**src/common/eiu_defines.svh**
```systemverilog
`ifndef EIU_DEFINES_SVH
`define EIU_DEFINES_SVH

// Register indexes; byte address is four times the index
`define EIU_IDX_PIN_MASK_A   6'h09
`define EIU_IDX_PIN_MASK_B   6'h0A
`define EIU_IDX_PENDING      6'h0B
`define EIU_IDX_ENABLE_MASK  6'h0C
`define EIU_IDX_PIN_MASK_C   6'h1A
`define EIU_IDX_SENSE_CTRL   6'h35

// Field positions
`define EIU_BIT_EXT          0
`define EIU_BIT_GRP_A        4
`define EIU_BIT_GRP_B        5
`define EIU_BIT_GRP_C        6
`define EIU_SENSE_HI         7
`define EIU_SENSE_LO         6

// Writable bits and reset values
`define EIU_ENABLE_WMASK     8'h71
`define EIU_PENDING_WMASK    8'h71
`define EIU_MASK_A_WMASK     8'hFF
`define EIU_MASK_B_WMASK     8'h0F
`define EIU_MASK_C_WMASK     8'h3F
`define EIU_REG_RESET        8'h00

// Sense encodings
`define EIU_SENSE_LOW        2'h0
`define EIU_SENSE_ANY        2'h1
`define EIU_SENSE_FALL       2'h2
`define EIU_SENSE_RISE       2'h3

// Vector table
`define EIU_VEC_RESET        5'h00
`define EIU_VEC_EXT          5'h01
`define EIU_VEC_GRP_A        5'h02
`define EIU_VEC_GRP_B        5'h03
`define EIU_VEC_GRP_C        5'h04
`define EIU_VEC_OTHER_FIRST  5'h05
`define EIU_VEC_LAST         5'h11

`endif

```
**src/common/eiu_pkg.sv**
```systemverilog
package eiu_pkg;

  typedef logic [4:0]  eiu_vec_t;
  typedef logic [7:0]  eiu_byte_t;

  typedef struct packed {
    eiu_byte_t   enable_mask;
    eiu_byte_t   sense_ctrl;
    eiu_byte_t   pin_mask_a;
    eiu_byte_t   pin_mask_b;
    eiu_byte_t   pin_mask_c;
    logic        ext_pending;
    logic [2:0]  grp_pending;
    logic        ext_prev;
    logic [17:0] pin_prev;
    logic        wait_req;
    logic [31:0] rdata;
    logic        irq_req;
    eiu_vec_t    irq_vec;
    eiu_vec_t    reset_vec;
  } eiu_state_s;

endpackage

```
**src/logic/eiu_core.sv**
```systemverilog
`timescale 1ns/100ps
`include "eiu_defines.svh"

// Overview of operation
// - Reset vector output is always program address zero.
// - External pin vector 1, toggle groups at vectors 2, 3, 4.
// - Other sources occupy vectors 5 to 0x11 in fixed order.
// - Pins raise requests regardless of their direction.
// - Group A flags on any enabled toggle of inputs 7 to 0.
// - Group B flags on any enabled toggle of inputs 11 to 8.
// - Group C flags on any enabled toggle of inputs 17 to 12.
// - Per-pin mask registers choose contributing pins of each group.
// - Toggle wake detection works without the clock.
// - Level mode requests as long as the pin stays low.
// - Edges are seen only on the clock.
// - Low-level wake detection works without the clock.
// - Low level gone before wake gives no interrupt.
// - External request needs global flag and its enable.
// - Sense field bits 7:6: low, any, falling, rising.
// - Pin is sampled before edge detection.
// - Enable mask: groups C,B,A bits 6,5,4, external bit 0.
// - Reserved enable mask bits read zero and ignore writes.
// - Group A reaches core with its enable and global flag.
// - Group B reaches core with its enable and global flag.
// - Group C reaches core with its enable and global flag.
// - External pending flag: set by edge, cleared by vector or one.
// - Group pending flags: set by toggle, cleared by vector or one.
module eiu_core (
  // Clock and reset
  input  wire logic        clock_i,
  input  wire logic        rst_n_i,
  // Avalon-MM slave
  input  wire logic [7:0]  address_i,
  input  wire logic        read_i,
  input  wire logic        write_i,
  input  wire logic [31:0] writedata_i,
  input  wire logic [3:0]  byteenable_i,
  output logic      [31:0] readdata_o,
  output logic             waitrequest_o,
  // Pins
  input  wire logic        ext_pin_irq_i,
  input  wire logic [17:0] pin_toggle_input_i,
  // Core side
  input  wire logic        global_irq_en_i,
  input  wire logic [12:0] other_irq_i,
  input  wire logic        irq_ack_i,
  output logic             irq_req_o,
  output logic      [4:0]  irq_vector_o,
  output logic      [4:0]  reset_vector_o,
  output logic             wake_o
);

  eiu_pkg::eiu_state_s state_ff;
  eiu_pkg::eiu_state_s nxt_state;

  logic [17:0] toggles;
  logic [2:0]  grp_hit;
  logic        ext_hit;
  logic        ext_level;
  logic [17:1] req;
  logic [1:0]  sense;
  logic [5:0]  idx;
  logic        rd_acc;
  logic        wr_acc;
  logic [7:0]  wbyte;
  logic [7:0]  rbyte;
  logic [4:0]  win_vec;
  logic        win_any;

  // Clockless wake path; the pin sample only remembers the last level seen
  always_comb begin
    wake_o = 1'b0;
    if (|((pin_toggle_input_i ^ state_ff.pin_prev) &
          {state_ff.pin_mask_c[5:0], state_ff.pin_mask_b[3:0],
           state_ff.pin_mask_a}))
      wake_o = 1'b1;
    if (state_ff.enable_mask[`EIU_BIT_EXT] && !ext_pin_irq_i &&
        state_ff.sense_ctrl[`EIU_SENSE_HI:`EIU_SENSE_LO] == `EIU_SENSE_LOW)
      wake_o = 1'b1;
  end

  always_comb begin
    nxt_state = state_ff;
    sense     = state_ff.sense_ctrl[`EIU_SENSE_HI:`EIU_SENSE_LO];
    idx       = address_i[7:2];
    rd_acc    = read_i && !write_i;
    wr_acc    = write_i && !read_i && !state_ff.wait_req &&
                byteenable_i[0];
    wbyte     = writedata_i[7:0];
    rbyte     = 8'h00;
    win_vec   = `EIU_VEC_RESET;
    win_any   = 1'b0;

    // Pins are taken as driven, input or output alike
    nxt_state.pin_prev = pin_toggle_input_i;
    nxt_state.ext_prev = ext_pin_irq_i;

    // Toggle detection per enabled pin
    toggles = (pin_toggle_input_i ^ state_ff.pin_prev) &
              {state_ff.pin_mask_c[5:0], state_ff.pin_mask_b[3:0],
               state_ff.pin_mask_a};
    grp_hit[0] = |toggles[7:0];
    grp_hit[1] = |toggles[11:8];
    grp_hit[2] = |toggles[17:12];

    // Edge sensing off the sampled pin
    unique case (sense)
      `EIU_SENSE_ANY:  ext_hit = ext_pin_irq_i ^ state_ff.ext_prev;
      `EIU_SENSE_FALL: ext_hit = state_ff.ext_prev && !ext_pin_irq_i;
      `EIU_SENSE_RISE: ext_hit = !state_ff.ext_prev && ext_pin_irq_i;
      default:         ext_hit = 1'b0;
    endcase
    // Level request lasts only while the pin is low
    ext_level = (sense == `EIU_SENSE_LOW) && !ext_pin_irq_i;

    // Register reads
    unique case (idx)
      `EIU_IDX_ENABLE_MASK: rbyte = state_ff.enable_mask;
      `EIU_IDX_SENSE_CTRL:  rbyte = state_ff.sense_ctrl;
      `EIU_IDX_PIN_MASK_A:  rbyte = state_ff.pin_mask_a;
      `EIU_IDX_PIN_MASK_B:  rbyte = state_ff.pin_mask_b;
      `EIU_IDX_PIN_MASK_C:  rbyte = state_ff.pin_mask_c;
      `EIU_IDX_PENDING: begin
        rbyte[`EIU_BIT_EXT]   = state_ff.ext_pending;
        rbyte[`EIU_BIT_GRP_A] = state_ff.grp_pending[0];
        rbyte[`EIU_BIT_GRP_B] = state_ff.grp_pending[1];
        rbyte[`EIU_BIT_GRP_C] = state_ff.grp_pending[2];
      end
      default: rbyte = 8'h00;
    endcase

    // One wait cycle, then answer; write lands on the edge after the answer
    if ((rd_acc || write_i) && state_ff.wait_req) begin
      nxt_state.wait_req = 1'b0;
      nxt_state.rdata    = {24'h00_0000, rbyte};
    end else begin
      nxt_state.wait_req = 1'b1;
    end

    if (wr_acc) begin
      unique case (idx)
        `EIU_IDX_ENABLE_MASK:
          nxt_state.enable_mask = wbyte & `EIU_ENABLE_WMASK;
        `EIU_IDX_SENSE_CTRL:  nxt_state.sense_ctrl = wbyte;
        `EIU_IDX_PIN_MASK_A:
          nxt_state.pin_mask_a = wbyte & `EIU_MASK_A_WMASK;
        `EIU_IDX_PIN_MASK_B:
          nxt_state.pin_mask_b = wbyte & `EIU_MASK_B_WMASK;
        `EIU_IDX_PIN_MASK_C:
          nxt_state.pin_mask_c = wbyte & `EIU_MASK_C_WMASK;
        `EIU_IDX_PENDING: begin
          // Write one to clear
          if (wbyte[`EIU_BIT_EXT])   nxt_state.ext_pending    = 1'b0;
          if (wbyte[`EIU_BIT_GRP_A]) nxt_state.grp_pending[0] = 1'b0;
          if (wbyte[`EIU_BIT_GRP_B]) nxt_state.grp_pending[1] = 1'b0;
          if (wbyte[`EIU_BIT_GRP_C]) nxt_state.grp_pending[2] = 1'b0;
        end
        default: ;
      endcase
    end

    // Vector execution clears its own flag
    if (irq_ack_i && state_ff.irq_req) begin
      unique case (state_ff.irq_vec)
        `EIU_VEC_EXT:   nxt_state.ext_pending    = 1'b0;
        `EIU_VEC_GRP_A: nxt_state.grp_pending[0] = 1'b0;
        `EIU_VEC_GRP_B: nxt_state.grp_pending[1] = 1'b0;
        `EIU_VEC_GRP_C: nxt_state.grp_pending[2] = 1'b0;
        default: ;
      endcase
    end

    // Set after clear so a new event is never lost
    if (ext_hit)    nxt_state.ext_pending    = 1'b1;
    if (grp_hit[0]) nxt_state.grp_pending[0] = 1'b1;
    if (grp_hit[1]) nxt_state.grp_pending[1] = 1'b1;
    if (grp_hit[2]) nxt_state.grp_pending[2] = 1'b1;
    // Flag held clear in level mode
    if (nxt_state.sense_ctrl[`EIU_SENSE_HI:`EIU_SENSE_LO] == `EIU_SENSE_LOW)
      nxt_state.ext_pending = 1'b0;

    // Gated request lines, indexed by vector address
    req[1] = global_irq_en_i && state_ff.enable_mask[`EIU_BIT_EXT] &&
             (state_ff.ext_pending || ext_level);
    req[2] = global_irq_en_i && state_ff.enable_mask[`EIU_BIT_GRP_A] &&
             state_ff.grp_pending[0];
    req[3] = global_irq_en_i && state_ff.enable_mask[`EIU_BIT_GRP_B] &&
             state_ff.grp_pending[1];
    req[4] = global_irq_en_i && state_ff.enable_mask[`EIU_BIT_GRP_C] &&
             state_ff.grp_pending[2];
    req[17:5] = global_irq_en_i ? other_irq_i : 13'h0000;

    // Scan downward so the lowest address is the last to win
    for (int i = 17; i >= 1; i--) begin
      if (req[i]) begin
        win_vec = 5'(i);
        win_any = 1'b1;
      end
    end
    // Hold the offered vector stable for the ack cycle
    if (!(state_ff.irq_req && irq_ack_i)) begin
      nxt_state.irq_req = win_any;
      nxt_state.irq_vec = win_vec;
    end else begin
      nxt_state.irq_req = 1'b0;
    end
    nxt_state.reset_vec = `EIU_VEC_RESET;
  end

  always_ff @(posedge clock_i or negedge rst_n_i) begin
    if (!rst_n_i) begin
      state_ff             <= '0;
      state_ff.enable_mask <= `EIU_REG_RESET;
      state_ff.sense_ctrl  <= `EIU_REG_RESET;
      state_ff.wait_req    <= 1'b1;
      state_ff.pin_prev    <= 18'h0_0000;
      state_ff.reset_vec   <= `EIU_VEC_RESET;
    end else begin
      state_ff <= nxt_state;
    end
  end

  assign readdata_o     = state_ff.rdata;
  assign waitrequest_o  = state_ff.wait_req;
  assign irq_req_o      = state_ff.irq_req;
  assign irq_vector_o   = state_ff.irq_vec;
  assign reset_vector_o = state_ff.reset_vec;

endmodule

```
**config.mk**
```make
export PLATFORM = sky130hd
export DESIGN_NAME = eiu_core
export DESIGN_NICKNAME = d
export VERILOG_FILES = /design/src/common/eiu_pkg.sv /design/src/logic/eiu_core.sv
export VERILOG_INCLUDE_DIRS = /design/src /design/src/common
export SDC_FILE = /design/constraint.sdc
export NUM_CORES = 1
export LEC_CHECK = 0
export ABC_CLOCK_PERIOD_IN_PS = 4300
export BUFFER_PORTS_ARGS = -buffer_cell sky130_fd_sc_hd__clkbuf_2
export CORE_MARGIN = 8
export CORE_UTILIZATION = 53
export DETAILED_ROUTE_END_ITERATION = 10
export PLACE_DENSITY = 0.94
export SLEW_MARGIN = 10
export SYNTH_ARGS = -nofsm -noshare
export SYNTH_HDL_FRONTEND = slang
export SYNTH_SLANG_ARGS = --single-unit
```
**constraint.sdc**
```tcl
create_clock -name clock_i -period 4.3 [get_ports clock_i]
set_clock_uncertainty 0.1 [all_clocks]
set_input_delay 0 -clock clock_i [delete_from_list [all_inputs] [get_ports clock_i]]
set_output_delay 0 -clock clock_i [all_outputs]
set_load 0.02 [all_outputs]
```
After elaboration in Yosys (flattened, before gate mapping)
Index checks and enable logic that the tools add are counted.
{"block": "word_totals", "ff_bits": 68, "latch_bits": 0, "mem_bits_rw": 0, "mem_bits_ro": 0, "in_bits": 82, "output_inout_bits": 45, "word_cells": 131, "memories": 0}
{"block": "classes", "addsub": 0, "multipliers": 0, "div": 0, "n_lt_le_gt_ge": 0, "eq_ne": 13, "shift": 0, "muxes": 64, "bitwise": 3, "reduce_logical": 37}
{"cell": "two-way mux 5 bit", "count": 17}
{"cell": "two-way mux 36 bit", "count": 1}
{"cell": "two-way mux 1 bit", "count": 34}
{"cell": "equality test 6 x 4 -> 1 bit (second input constant)", "count": 4}
{"cell": "logical AND 1 bit", "count": 19}
{"cell": "bitwise AND 18 bit", "count": 1}
{"cell": "OR reduction 18 bit", "count": 1}
{"cell": "bitwise XOR 18 bit", "count": 1}
{"cell": "two-way mux 8 bit", "count": 2}
{"cell": "case mux 3 bit (5 select lines)", "count": 1}
{"cell": "two-way mux 13 bit", "count": 1}
{"cell": "two-way mux 4 bit", "count": 3}
{"cell": "case mux 3 bit (4 select lines)", "count": 1}
{"cell": "equality test 5 x 2 -> 1 bit (second input constant)", "count": 2}
{"cell": "AND reduction 2 bit", "count": 5}
{"cell": "OR reduction 8 bit", "count": 1}
{"cell": "equality test 6 x 5 -> 1 bit (second input constant)", "count": 1}
{"cell": "equality test 6 bit (second input constant)", "count": 1}
{"cell": "two-way mux 6 bit", "count": 1}
{"cell": "case mux 1 bit (6 select lines)", "count": 1}
{"cell": "OR reduction 6 bit", "count": 1}
{"cell": "equality test 5 x 1 -> 1 bit (second input constant)", "count": 1}
{"cell": "equality test 5 x 3 -> 1 bit (second input constant)", "count": 1}
{"cell": "zero test 1 bit", "count": 5}
{"cell": "8 further kinds", "count": 11}

Logic depth before layout (Yosys ltp)
{"block": "depth", "word_depth": 19, "depth_mapped": 6, "depth_no_buf": 5}

Least setup slack after synthesis
No wires, ideal clock.
{"block": "synth_path", "kind": "register -> register", "from": "register state_ff (netlist bit waitrequest_o)", "to": "register state_ff (netlist bit sense[0])", "setup_time_ps": 125, "t_arrival_ps": 1778, "required_ps": 4075, "setup_slack_ps": 2297, "stages_incl_launch_ff": 5, "path_buffers": 1, "period_less_slack_ps": 2003, "cell_sequence": "dfstp_2 -> nor4bb_1 -> and2_1 -> buf_2 -> mux2_2"}
{"element": "start, declared", "line_no": "eiu_core.sv:53", "rtl": "eiu_pkg::eiu_state_s state_ff;"}
{"element": "start signal, assigned", "line_no": "eiu_core.sv:219", "rtl": "state_ff <= nxt_state;"}

Worst setup path after layout
{"block": "layout_path", "from": "input port other_irq_i[6]", "to": "register state_ff (netlist bit irq_vector_o[4])"}
{"block": "layout_via", "elab_chain_len": 12}
{"element": "start, declared", "line_no": "eiu_core.sv:45", "rtl": "input wire logic [12:0] other_irq_i,"}
{"element": "two-way mux 13 bit", "line_no": "eiu_core.sv:191", "rtl": "req[17:5] = global_irq_en_i ? other_irq_i : 13'h0000;"}
{"element": "two-way mux 5 bit (11 in a row)", "line_no": "eiu_core.sv:195", "rtl": "if (req[i]) begin"}
No other way between the ends.
A chain may end at the register's enable or synchronous reset.

==> metrics.cfg <==
[timing]
hold_viol = 0
worst_slew_pin_slew_ns = 1.178
fin_tns_setup_ns = 0
fmax_ghz = 0.3261
setup_violations = 0
min_period_ns = 3.067
post-route-period-util = 0.7132
worst_slack_ns = 1.233
maxSlewViolCount = 0
relSlewSlack = 0.2092
rsz0062_at_grt = no

[floorplanning]
initial_core_util = 0.5468
die_area_sq_um = 9352
rows = 29
design.core.area_sq_um = 6314
io_pins = 127
die_y_microns = 96.71
die_w_microns = 96.71

[clocking]
cts.sinks = 68
cts_buffers = 9
h-tree-depth = 3
clockBufferDepth = 2
clkSlewWorstSetupHoldPaths_ns = 0.07
clkLatencyLatePin_ns = 0.35
ctsResizeCount = 0
post_cts_buffers = 0
cts_tree = yes
cts_hold_buf = 37
cts_root_buffer = clkbuf_8

[critical_path]
cp_max_fo = 3
path_cells = dlygate4sd3_1, clkbuf_2, o41ai_1, dlygate4sd3_1, nand2_1, dlygate4sd3_1, o41ai_1, dlygate4sd3_1
cp.depth = 8
crit_path_end = irq_vector_o[4]
reg2reg_slack_ns = 1.79
crit_path_start_kind = input port
crit_start = other_irq_i[6]
critPathArrivalTime_ns = 3.24
cpPeakStageDelay_ns = 0.63
crit_top_cell = dlygate4sd3_1
worstReg2RegEnd = irq_vector_o[4]
cp-end-kind = flip-flop
setup.worst_path.class = input port to flip-flop
crit_family = buffers and inverters
critPathBufInv = 5
ff2ff_path_depth = 6
required_ns = 4.48
r2r_start = sense[0]
cp_slowest_cell = dlygate4sd3_1

[detailed_routing]
antenna_left = 0
avgRoutedWirePerCell_microns = 18.98
drcViolationCount = 0
drt_first_iter_violations = 171
via_per_inst = 5.798
drt-pass1-iter-count = 5
drt_wl_total_microns = 9112
vias = 2783

[layout]
num-fill-cells = 437
fin_area_sq_um = 4247
stdcell_count = 480
nNetsFinal = 482
drive_gt1_frac = 0.3109
area_growth_pct = 23.02
fin_util = 0.6726
ff_latch_area_sq_um = 1703
multi_input_area_sq_um = 1508

[grt]
grt_pass1_vias = 2995
overflow = 0
grt_max_degree = 69
grt_first_pass_wirelength_microns = 14710
grt_antenna_before_repair = 1
grt_usage = 0.1915

[logic_synthesis]
synthCells = 298
synth_common_cells = 67 x dfrtp_1, 42 x buf_4, 31 x mux2_2
yosys.area.top_type = dfrtp_1
synth_ff_type = dfrtp_1
netlist_top_cells_area = dfrtp_1 49%, mux2_2 10%, buf_4 9.1%, xor2_1 4.6%, a22oi_1 3.0%
synth.distinct_cells = 51
avgSynthCellArea_sq_um = 11.58
synth_seq_area_share = 0.4933
syn_area_sq_um = 3452
ys_warn_count = 0
synth_edf_count = 0
ys_seq_elements = 68
async_flop_share = 1.000
synth.top_cell.area_share = 0.4857
yosysMostFrequentCell = dfrtp_1

[placed_design]
post-place-ws_ns = 1.952
dp_hpwl_microns = 6022
portBuffers = 68
routabilityCongestion = 0.9175
post_dp_cell_area_sq_um = 3674
dp.cells = 427

[power]
ir_worst_vdd_mv = 0.3731
power_density_nw_per_um2 = 351.1
power_leakage_uw = 0.002066

[flow_run]
drv_cap = 0

[worst_hold_path]
min_path_type = input port to flip-flop

[outcome]
status = completed

## worst reg2reg max path: stages (launching register included)
cell and delay, ns:
dfrtp_1 0.45, nor3_1 0.11, o211ai_1 0.39, nand2_1 0.18, or2_2 0.34, o41ai_1 0.29, dlygate4sd3_1 0.59
## how the worst min path moves through the flow
stage,from,to,slack [ns],cells after the start
floorplan,rst_n_i,irq_req_o,-0.40,0
global placement,pin_toggle_input_i[7],state_ff[51],0.03,1
detailed placement,pin_toggle_input_i[15],state_ff[59],0.04,1
CTS,irq_ack_i,irq_req_o,0.005,3
global route,irq_ack_i,irq_req_o,0.03,3
finish,irq_ack_i,irq_req_o,0.02,3
## report_power, final
part	switching [uW]	total, uW	internal [uW]	leakage (uW)
Clock	240	535	295	0.000105
Sequential	40.1	722	682	0.000877
Combinational	134	234	99.4	0.00108
## cell type report
class / instances / area share
timing repair buffer: 106 / 0.1691
multi-input combinational: 208 / 0.3550
clock buffer: 11 / 0.03565
antenna: 1 / 0.0005893
tap: 77 / 0.02269
clock inverter: 4 / 0.01149
sequential: 68 / 0.4010
inverter: 5 / 0.004420
## placed cells by master (no fill, tap or decap), drive strengths merged, types with 3 or more instances in the layout
cell type     n
a21oi         5
a221oi        9
a22o          4
a22oi        14
a31o          3
a31oi         4
and2          4
clkbuf       79
clkinv        3
conb         29
dfrtp        67
dlygate4sd3  37
inv           5
mux2         31
nand2        23
nand3b        5
nor2          7
nor3          4
nor4          3
o21ai         9
o41ai         3
xor2         18
## cell families (layout without fill, tap and decap cells)
group | count (synthesis) | count (layout) | share of synthesized area
XOR/XNOR | 18 | 18 | 0.04567
adder cells (fa/ha/maj) | 2 | 2 | 0.007248
multiplexers | 32 | 32 | 0.1040
AO/OA/AOI/OAI | 65 | 65 | 0.1410
buffers and inverters | 50 | 126 | 0.1004
flip-flops | 68 | 68 | 0.4933
AND/OR/NAND/NOR | 62 | 62 | 0.1073
other | 1 | 30 | 0.001086
## state kept, by name, indices dropped and copies added, names as in the netlist
signal and count:
readdata_o 8, irq_vector_o 5, waitrequest_o 1, irq_req_o 1, sense 2, state_ff 51
## routing by layer
| metal | vias up | wire length [microns] | global-route usage |
|---|---|---|---|
| met5 | - | 0 | 0 |
| met4 | 0 | 315 | 0.09467 |
| met3 | 31 | 717 | 0.06543 |
| met2 | 149 | 4544 | 0.3234 |
| met1 | 1369 | 3534 | 0.2094 |
| li1 | 1234 | - | - |
## metrics by stage
stage / total power, uW / hold WS [ns]
after floorplan: 871.1 / -0.3956
after global placement: 920.3 / 0.03451
after detailed placement: 931.3 / 0.03611
after CTS: 1482 / 0.004691
after global routing: 1543 / 0.03346
final: 1491 / 0.02237
(Power assumes the default switching activity.)
